**src/inc/arsc_params.svh**
```systemverilog
`ifndef ARSC_PARAMS_SVH
`define ARSC_PARAMS_SVH
// Register offsets of the controller (byte addresses on APB)
`define ARSC_OFF_CTRL 12'h000
`define ARSC_OFF_SEL 12'h004
`define ARSC_OFF_STAT 12'h008
`define ARSC_OFF_RES 12'h00c
`define ARSC_OFF_SAMPLE 12'h010
// Control register fields
`define ARSC_CTRL_EN 0
`define ARSC_CTRL_START 1
`define ARSC_CTRL_DONE_IE 2
`define ARSC_CTRL_SLEEP 3
`define ARSC_CTRL_SLEEP_NR 4
// Selection register fields
`define ARSC_SEL_LJ 5
`define ARSC_SEL_REF_LO 6
`define ARSC_SEL_DIFF 8
// Reset values
`define ARSC_CTRL_RST 8'h00
`define ARSC_SEL_RST 8'h00
// Code limits
`define ARSC_SE_MAX 10'h3ff
`define ARSC_DIFF_MAX 10'h1ff
`define ARSC_DIFF_MIN 10'h200
// Conversion time in link cycles
`define ARSC_CONV_CYCLES 13
`define ARSC_FIRST_CYCLES 25
`endif

```
**src/inc/arsc_pkg.sv**
```systemverilog
package arsc_pkg;
  typedef enum logic [1:0] {ARSC_REF_EXT, ARSC_REF_SUPPLY, ARSC_REF_RSVD, ARSC_REF_BANDGAP} arsc_ref_t;
  typedef enum logic [1:0] {ARSC_IDLE, ARSC_CONV, ARSC_DONE} arsc_state_t;
endpackage

```
**src/inc/arsc_if.sv**
```systemverilog
`timescale 1ns/1ns
`default_nettype none
interface arsc_if;
  logic enable;
  logic start;
  logic halted;
  logic sleep_nr;
  logic left_justify_select;
  logic diff_mode;
  logic [1:0] ref_sel;
  logic signed [11:0] sample;
  logic busy;
  logic conversion_done_flag;
  logic done_clear;
  logic irq;
  logic [7:0] result_low_byte;
  logic [7:0] result_high_byte;
  modport device (input enable, start, halted, sleep_nr, left_justify_select, diff_mode,
    ref_sel, sample, done_clear, output busy, conversion_done_flag, irq,
    result_low_byte, result_high_byte);
  modport host (output enable, start, halted, sleep_nr, left_justify_select, diff_mode,
    ref_sel, sample, done_clear, input busy, conversion_done_flag, irq,
    result_low_byte, result_high_byte);
endinterface
`default_nettype wire

```
**src/logic/arsc_device.sv**
```systemverilog
// Implementation choices: the register offsets and the APB slave port.
`timescale 1ns/1ns
`default_nettype none
`include "arsc_params.svh"
// Contract
// Result readable once done flag is set
// Single-ended code is unsigned Vin*1024/Vref
// Single-ended clamps to 0x000 and 0x3FF
// Differential code two's complement, 0x200..0x1FF
// Bit nine carries differential sign
// Differential saturates at 0x1FF
// Reference from supply, bandgap or pin
// No internal reference with external drive
// Discard first result after reference change
// Before sleep: enabled, idle, single, irq on
// Sleep entry starts conversion once halted
// Completion irq wakes or still raised later
// No further auto conversion until resleep
// Other sleep modes keep converter enabled
// Toggle enable after deep sleep before diff
// Port outputs stay quiet during conversion
// Software subtracts self-measured offset residue
// Left-justify select picks byte layout
// Layout changes immediately on select change
// Disable aborts a running conversion
// Left layout: bits 9..2 high, 1..0 top
// Right layout: bits 7..0 low, 9..8 high
module arsc_device import arsc_pkg::*; #(
  parameter int CONV_CYCLES = `ARSC_CONV_CYCLES,
  parameter int FIRST_CYCLES = `ARSC_FIRST_CYCLES
) (
  input wire logic i_ref_clk,
  input wire logic i_sys_rst,
  arsc_if.device link,
  output logic [1:0] o_ref_active
);
  typedef struct packed {
    arsc_state_t st;
    logic [4:0] cnt;
    logic primed;
    logic slept;
    logic done;
    logic [9:0] code;
    logic [1:0] refs;
    logic diff;
  } arsc_dev_t;
  arsc_dev_t s_reg, s_next;
  logic [9:0] conv_code;
  logic sleep_go;

  arsc_code u_code (
    .i_sample(link.sample),
    .i_diff(s_reg.diff),
    .i_left(link.left_justify_select),
    .i_code_hold(s_reg.code),
    .o_code(conv_code),
    .o_low(link.result_low_byte),
    .o_high(link.result_high_byte)
  );

  // One automatic start per sleep entry
  assign sleep_go = link.halted && link.sleep_nr && !s_reg.slept;

  always_comb begin
    s_next = s_reg;
    if (!link.halted) s_next.slept = 1'b0;
    if (link.done_clear) s_next.done = 1'b0;
    unique case (s_reg.st)
      ARSC_IDLE: begin
        if (s_reg.st == ARSC_IDLE && link.enable) begin
          s_next.refs = link.ref_sel;
          s_next.diff = link.diff_mode;
        end
        if (link.enable && (link.start || sleep_go)) begin
          s_next.st = ARSC_CONV;
          s_next.cnt = s_reg.primed ? 5'(CONV_CYCLES - 1) : 5'(FIRST_CYCLES - 1);
          s_next.primed = 1'b1;
          if (sleep_go) s_next.slept = 1'b1;
        end
      end
      ARSC_CONV: begin
        if (s_reg.cnt != 5'h00) begin
          s_next.cnt = s_reg.cnt - 5'h01;
        end else if (link.enable) begin
          // A disable on the last cycle still aborts: no code, no flag
          s_next.code = conv_code;
          s_next.done = 1'b1;
          s_next.st = ARSC_IDLE;
        end
      end
      default: s_next.st = ARSC_IDLE;
    endcase
    if (!link.enable) begin
      s_next.st = ARSC_IDLE;
      s_next.primed = 1'b0;
    end
  end

  always_ff @(posedge i_ref_clk or posedge i_sys_rst) begin
    if (i_sys_rst) begin
      s_reg <= '0;
    end else begin
      s_reg <= s_next;
    end
  end

  assign link.busy = (s_reg.st == ARSC_CONV);
  assign link.conversion_done_flag = s_reg.done;
  assign link.irq = s_reg.done;
  assign o_ref_active = s_reg.refs;
endmodule // arsc_device
`default_nettype wire

```
**src/logic/arsc_code.sv**
```systemverilog
`timescale 1ns/1ns
`default_nettype none
`include "arsc_params.svh"
// Turns a signed sample into a 10-bit code and lays the held code across two bytes
module arsc_code import arsc_pkg::*; (
  input wire logic signed [11:0] i_sample,
  input wire logic i_diff,
  input wire logic i_left,
  input wire logic [9:0] i_code_hold,
  output logic [9:0] o_code,
  output logic [7:0] o_low,
  output logic [7:0] o_high
);
  always_comb begin
    if (i_diff) begin
      if (i_sample > 12'sd511) o_code = `ARSC_DIFF_MAX;
      else if (i_sample < -12'sd512) o_code = `ARSC_DIFF_MIN;
      else o_code = i_sample[9:0];
    end else begin
      if (i_sample < 12'sd0) o_code = 10'h000;
      else if (i_sample > 12'sd1023) o_code = `ARSC_SE_MAX;
      else o_code = i_sample[9:0];
    end
  end
  always_comb begin
    if (i_left) begin
      o_high = i_code_hold[9:2];
      o_low = {i_code_hold[1:0], 6'h00};
    end else begin
      o_high = {6'h00, i_code_hold[9:8]};
      o_low = i_code_hold[7:0];
    end
  end
endmodule // arsc_code
`default_nettype wire

```
**src/flat_wrapper.sv**
```systemverilog
// flat-port wrapper written by rule: the top's interface ports become plain ports
module arsc_device_flat import arsc_pkg::*;
#(
  parameter int CONV_CYCLES = `ARSC_CONV_CYCLES,
  parameter int FIRST_CYCLES = `ARSC_FIRST_CYCLES
)
  (i_ref_clk, i_sys_rst, o_ref_active, link_enable, link_start, link_halted, link_sleep_nr, link_left_justify_select, link_diff_mode, link_ref_sel, link_sample, link_done_clear, link_busy, link_conversion_done_flag, link_irq, link_result_low_byte, link_result_high_byte);
  arsc_if link_i ();
  input wire logic i_ref_clk;
  input wire logic i_sys_rst;
  output logic [1:0] o_ref_active;
  input wire logic [$bits(link_i.enable)-1:0] link_enable;
  input wire logic [$bits(link_i.start)-1:0] link_start;
  input wire logic [$bits(link_i.halted)-1:0] link_halted;
  input wire logic [$bits(link_i.sleep_nr)-1:0] link_sleep_nr;
  input wire logic [$bits(link_i.left_justify_select)-1:0] link_left_justify_select;
  input wire logic [$bits(link_i.diff_mode)-1:0] link_diff_mode;
  input wire logic [$bits(link_i.ref_sel)-1:0] link_ref_sel;
  input wire logic [$bits(link_i.sample)-1:0] link_sample;
  input wire logic [$bits(link_i.done_clear)-1:0] link_done_clear;
  output wire logic [$bits(link_i.busy)-1:0] link_busy;
  output wire logic [$bits(link_i.conversion_done_flag)-1:0] link_conversion_done_flag;
  output wire logic [$bits(link_i.irq)-1:0] link_irq;
  output wire logic [$bits(link_i.result_low_byte)-1:0] link_result_low_byte;
  output wire logic [$bits(link_i.result_high_byte)-1:0] link_result_high_byte;
  assign link_i.enable = link_enable;
  assign link_i.start = link_start;
  assign link_i.halted = link_halted;
  assign link_i.sleep_nr = link_sleep_nr;
  assign link_i.left_justify_select = link_left_justify_select;
  assign link_i.diff_mode = link_diff_mode;
  assign link_i.ref_sel = link_ref_sel;
  assign link_i.sample = link_sample;
  assign link_i.done_clear = link_done_clear;
  assign link_busy = link_i.busy;
  assign link_conversion_done_flag = link_i.conversion_done_flag;
  assign link_irq = link_i.irq;
  assign link_result_low_byte = link_i.result_low_byte;
  assign link_result_high_byte = link_i.result_high_byte;
  arsc_device #(.CONV_CYCLES(CONV_CYCLES), .FIRST_CYCLES(FIRST_CYCLES)) u_core (.i_ref_clk(i_ref_clk), .i_sys_rst(i_sys_rst), .link(link_i), .o_ref_active(o_ref_active));
endmodule
```
**config.mk**
```make
export PLATFORM = sky130hd
export DESIGN_NAME = arsc_device_flat
export DESIGN_NICKNAME = d
export VERILOG_FILES = /design/src/inc/arsc_pkg.sv /design/src/inc/arsc_if.sv /design/src/logic/arsc_device.sv /design/src/logic/arsc_code.sv /design/src/flat_wrapper.sv
export VERILOG_INCLUDE_DIRS = /design/src /design/src/inc
export SDC_FILE = /design/constraint.sdc
export NUM_CORES = 1
export LEC_CHECK = 0
export BUFFER_PORTS_ARGS = -buffer_cell sky130_fd_sc_hd__buf_2
export CAP_MARGIN = 20
export CORE_MARGIN = 5
export CORE_UTILIZATION = 40
export CTS_CLUSTER_DIAMETER = 200
export DETAILED_ROUTE_END_ITERATION = 8
export PLACE_DENSITY = 0.64
export RECOVER_POWER = 100
export SLEW_MARGIN = 30
export SYNTH_ARGS = -nofsm -noshare
export SYNTH_HDL_FRONTEND = slang
export SYNTH_SLANG_ARGS = --single-unit
```
**constraint.sdc**
```tcl
create_clock -name i_ref_clk -period 5.3 [get_ports i_ref_clk]
set_clock_uncertainty 0.2 [all_clocks]
set_input_delay 0.795 -clock i_ref_clk [delete_from_list [all_inputs] [get_ports i_ref_clk]]
set_output_delay 0.795 -clock i_ref_clk [all_outputs]
set_load 0.005 [all_outputs]
```
==> impl_results.md, run 1 <==
* Comb pwr share at a little over a third
* Max Slew Vio Count at 0
* Syn Area/Cell at roughly 11 µm²
* TritonCTS clock tree: built
* Row cnt at 20
* Via count at between 900 and 1000
* Sinks on Clock Net at 22
* P_int at roughly 440 µW
* Yosys top cell by area: dfrtp_1
* Avg Vias per Cell at between 5 and 6
* Clock Latency Late Sink at around 0.30 ns
* Worst path top cell family by delay: buffers and inverters
* RD Place Congestion at 0.810
* Psw at between 150 and 200 µW
* Clock power share at ~20%
* Worst IR Drop VDD at ~0.00020 V
* Hold Crit Class: reg -> reg
* Post-detailed-placement half-perimeter wirelength at between 1.5 and 2 mm
* Startpoint types: primary input
* Setup TNS at 0 ns
* Worst path required time at approximately 4.3 ns
* Wire per inst at about 14 µm
* Commonest non-fill, non-tap cell in the layout: buf_2
* Drt pass-1 iters at 4
* Worst path bufs/invs at 2
* Vias in the first global route at about 940
* Max FFs per register at 19
* Max Root-Sink Buffers at 2
* Total GRT Usage at between 10% and 20%
* Pleak at 0.000704 µW
* GRT overflow at 0
* Power density cells at around 440 nW/µm²
* CP max stage delay at just over 0.4 ns
* Flop pwr share at between 40% and 50%
* I/O pin total at between 40 and 50
* CP Class: in -> out
* Die Area at about 4300 µm²
* # Post-CTS Setup Buffers at 0
* Die width at ~65 µm
* Final nets at around 180
* RR Startpoint: u_core.s_reg[16]
* Async SR Flop Fraction at between 90% and 100%
* Max FO, Critical Path at 16
* Commonest cells after routing, fill and taps aside: buf_2, dfrtp_1, clkbuf_1
* Main synth FF type: dfrtp_1
* Post-synth EDFFs at 0
* Synth area leaders: dfrtp_1, mux2_2, o22a_1
* Period utilisation layout at roughly 50%
* Buffers on Ports at 43
* Post-synth top area share at 45.1%
* Final wirelength at roughly 2.6 mm
* Slew HR at 46.2%
* Sequential element share of the synthesized area at between 40% and 50%
* Area delta synth->final at 19.7%
* Initial antenna violation count at 0
* # H-tree levels at 1
* First-pass GRT wire length at 4.28 mm
* Die Y at about 65 µm
* Power Total at ~640 µW
* Hold Path End: u_core.s_reg[15]
* Sw frac at 30.8%
* Final core utilization at between 40% and 50%
* Hold Vio Cnt, Final at 0
* Share of cells above drive strength 1 at about a third
* Clock-pin slew on the worst setup and hold paths at 0.13 ns
* R2R Path End: u_core.s_reg[12]
* Reg2Reg Depth at 5
* Distinct cell type count after synthesis at 32
* Detail Route Antenna Nets at 0
* Synth Instances at roughly 110
* R2R Setup Slk at about 3.2 ns
* Core area at 2980 µm²
* CTS root buffer: clkbuf_4
* CP Capture Type: output port
* Period minus WS final at ~2.7 ns
* Starting Density at 41.0%
* Slowest cell on crit path: clkbuf_1
* Largest net degree at the start of global routing at 23
* ANT cells at 0
* Status: complete, no violations
* Final setup vio count at 0
* CTS Buf Count at 3
* Number of remaining DRC errors at 0
* Cells on Worst Hold Path at 1
* Worst EP arrival at roughly 1.7 ns
* Post-Syn Nets at around 140
* Filler Cells Inserted at slightly below 300
* Initial DRC count at 24
* Measured slew at the worst slew-check pin at between 0.8 and 0.9 ns
* RSZ-0062 raised after global routing: false
* Worst hold path startpoint: u_core.s_reg[15]
* Hold_buf cts at 0
* Resized Gates After CTS at 0
* Synthesis warning total at 0
* Post-Synthesis Cell Area at approximately 1200 µm²
* CP Cell Sequence: clkbuf_1 -> mux2_2 -> buf_2
* Seq cells post-synth at 22
* Max-Cap Viols at 0
* Max Freq at around 370 MHz
[cell usage after synthesis, drive strengths merged (4+ instances only)]
library cell / instances
inv: 5
a21boi: 9
nand2: 4
and2: 6
mux2: 9
dfrtp: 22
nor2b: 9
o22a: 9
o21ai: 4
buf: 5
clkbuf: 5
[layout make-up]
class | instances | area (µm²) | area share (%)
multi-input combinational | 77 | 596 | 40.8
tap | 33 | 41.3 | 2.83
timing repair buffer | 43 | 203 | 13.9
inverter | 5 | 18.8 | 1.28
clock inverter | 1 | 30.0 | 2.05
sequential | 22 | 551 | 37.7
clock buffer | 3 | 22.5 | 1.54
[worst max path at each step]
| stage | from | endpoint | slack [ns] | cells past startpoint |
|---|---|---|---|---|
| 6_report | link_left_justify_select | link_result_low_byte[6] | 2.58 | 3 |
| 5_1_grt | link_left_justify_select | link_result_high_byte[0] | 2.48 | 3 |
| 4_1_cts | link_left_justify_select | link_result_low_byte[6] | 2.79 | 3 |
| 3_5_place_dp | link_left_justify_select | link_result_low_byte[6] | 2.79 | 3 |
| 3_3_place_gp | link_left_justify_select | link_result_low_byte[7] | 2.81 | 3 |
| 2_1_floorplan | link_left_justify_select | link_result_high_byte[7] | 2.88 | 3 |
[through the flow]
step                      setup WS, ns  hold WS (ns)  cells  cell area (µm²)
after floorplan                   2.88         0.250    114             1220
after global placement            2.81         0.262    180             1420
after detailed placement          2.79         0.284    180             1420
after CTS                         2.79         0.313    184             1470
after global routing              2.48         0.344    184             1460
final                             2.58         0.315    184             1460
[power by group through the flow]
stage	clock network [µW]	registers [µW]	logic (µW)
2_1_floorplan	0	271	171
3_3_place_gp	0	286	224
3_5_place_dp	0	290	231
4_1_cts	130	287	232
5_1_grt	138	296	254
6_report	126	287	223
[per-layer routing]
layer	vias to the layer above	global-route usage (%)	wire length (µm)
li1	484	-	-
met1	442	15.9	1220
met2	29	21.5	1180
met3	2	2.39	192
met4	0	5.44	21
met5	-	0	0
[kinds of logic after synthesis]
| group | synth area share [%] |
|---|---|
| AO/OA/AOI/OAI | 22.0 |
| adder cells (fa/ha/maj) | 2.05 |
| buffers and inverters | 6.15 |
| flip-flops | 45.1 |
| multiplexers | 8.30 |
| AND/OR/NAND/NOR | 16.4 |
Note: power is estimated with default switching activity, not from simulation.
==> run 2: changes to the inputs <==
- PLACE_DENSITY: 0.64 -> 0.66
- clock period: 5.3 -> 2.5 ns (I/O delays scaled with it)
==> impl_results.md, run 2 (same netlist as run 1, synthesis figures left out) <==
* Die Y at 65.3 µm (unchanged)
* Post-DP Area at 1430 µm² (was 1420 µm²)
* Commonest cells after routing, fill and taps aside: buf_2, dfrtp_1, clkbuf_1 (unchanged)
* Hold_buf cts at 0 (unchanged)
* CTS root buffer: clkbuf_4 (unchanged)
* Commonest non-fill, non-tap cell in the layout: buf_2 (unchanged)
* Share of cells above drive strength 1 at 32.2% (was 31.8%)
* Max-Cap Viols at 0 (unchanged)
* P_int at 861 µW (was 440 µW)
* Startpoint types: flip-flop (was primary input)
* Final setup vio count at 0 (unchanged)
* # H-tree levels at 1 (unchanged)
* Worst EP arrival at 2.08 ns (was 1.73 ns)
* Buffers on Ports at 43 (unchanged)
* RD Place Congestion at 0.794 (was 0.810)
* Max Freq at between 400 and 500 MHz
* GRT overflow at 0 (unchanged)
* Setup TNS at 0 ns (unchanged)
* Hold Crit Class: in -> async (was reg -> reg)
* Clock-pin slew on the worst setup and hold paths at 0.13 ns (about the same)
* Pleak at 0.000698 µW (was 0.000704 µW)
* I/O pin total at 44 (unchanged)
* Slew HR at 44.5% (was 46.2%)
* Die Area at 4260 µm² (unchanged)
* Sw frac at 32.6% (was 30.8%)
* Comb pwr share at 37.6% (was 35.0%)
* Status: complete, no violations (unchanged)
* Die width at 65.3 µm (unchanged)
* Starting Density at 41.0% (unchanged)
* Post-detailed-placement half-perimeter wirelength at 2.04 mm (was 2.00 mm)
* Hold Vio Cnt, Final at 0 (unchanged)
* Clock Latency Late Sink at 0.31 ns (was 0.30 ns)
* Avg Vias per Cell at 5.38 (was 5.20)
* Final wirelength at 2.61 mm (about the same)
* Final nets at 178 (was 177)
* Detail Route Antenna Nets at 0 (unchanged)
* Worst IR Drop VDD at 0.000359 V (was 0.000204 V)
* Hold WS at 0.00702 ns (was 0.315 ns)
* Resized Gates After CTS at 0 (unchanged)
* Period utilisation layout at roughly 82%
* CTS Buf Count at 3 (unchanged)
* Sinks on Clock Net at 22 (unchanged)
* Total GRT Usage at 12.7% (was 12.8%)
* Post-Place Setup Slack at 0.645 ns (was 2.79 ns)
* Clock power share at 15.2% (was 19.9%)
* Largest net degree at the start of global routing at 23 (unchanged)
* Power density cells at 881 nW/µm² (was 435 nW/µm²)
* Vias in the first global route at 996 (was 942)
* Initial antenna violation count at 0 (unchanged)
* Max FO, Critical Path at 10 (was 16)
* CP Capture Type: flip-flop (was output port)
* Worst path required time at 2.54 ns (was 4.30 ns)
* Number of remaining DRC errors at 0 (unchanged)
* Initial DRC count at 51 (was 24)
* Finished layout cell area at 1450 µm² (was 1460 µm²)
* Measured slew at the worst slew-check pin at 0.832 ns (was 0.806 ns)
* CP Class: reg -> reg (was in -> out)
* Final worst slack at 0.461 ns (was 2.58 ns)
* Max Root-Sink Buffers at 2 (unchanged)
* Area delta synth->final at 18.7% (was 19.7%)
* Psw at 416 µW (was 196 µW)
* Row cnt at 20 (unchanged)
* Via count at 995 (was 957)
* # Post-CTS Setup Buffers at 0 (unchanged)
* Period minus WS final at just over 2 ns
* Drt pass-1 iters at 4 (unchanged)
* Flop pwr share at 47.2% (was 45.1%)
* Core area at 2980 µm² (unchanged)
* RSZ-0062 raised after global routing: false (unchanged)
* Max Slew Vio Count at 0 (unchanged)
* First-pass GRT wire length at 4.23 mm (was 4.28 mm)
* TritonCTS clock tree: built (unchanged)
* Max FFs per register at 19 (unchanged)
* ANT cells at 0 (unchanged)
* Wire per inst at 14.1 µm (was 14.2 µm)
[run 2: worst paths after layout]
kind	to	depth (start not counted)	from	slack (ns)
worst max register to register	u_core.s_reg[8]	6	u_core.s_reg[16]	0.46
worst min-delay path	u_core.s_reg[14]	2	i_sys_rst	0.007
max in group asynchronous	u_core.s_reg[12]	2	i_sys_rst	1.57
min in group i_ref_clk	u_core.s_reg[14]	2	link_halted	0.09
worst min register to register	u_core.s_reg[15]	1	u_core.s_reg[15]	0.30
worst max-delay path	u_core.s_reg[8]	6	u_core.s_reg[16]	0.46
[run 2: metrics by stage]
step / cells / util, % / power, µW
finish: 185 / 48.7 / 1280
global route: 185 / 48.7 / 1380
CTS: 185 / 49.2 / 1300
detailed placement: 181 / 48.0 / 1100
global placement: 181 / 48.0 / 1080
floorplan: 114 / - / 936
[run 2: final cells by class]
| class | count | area [µm²] |
|---|---|---|
| Tap cell | 33 | 41.3 |
| Inverter | 5 | 18.8 |
| Fill cell | 308 | 1530 |
| Clock buffer | 4 | 36.3 |
| Multi-Input combinational cell | 77 | 596 |
| Sequential cell | 22 | 551 |
| Timing Repair Buffer | 44 | 208 |
[run 2: per-layer routing]
metal  up-vias  GRT usage [%]  routed length [µm]
met1       470           13.0                1070
met3         2           3.25                 217
met5         -              0                   0
met4         0           5.44                  19
met2        40           24.1                1300
li1        483              -                   -
[run 2: worst max-delay path, stage by stage (launching register included)]
cell	delay [ns]
dfrtp_1	0.41
inv_1	0.11
ha_1	0.20
nor2b_1	0.24
and3_1	0.23
clkbuf_1	0.39
o22a_1	0.20
[run 2: power groups by stage]
stage	Clock [µW]	Sequential (µW)	Combinational, µW
floorplan	0	574	363
global placement	0	602	476
detailed placement	0	611	494
CTS	206	602	496
global route	227	622	535
finish	194	603	480
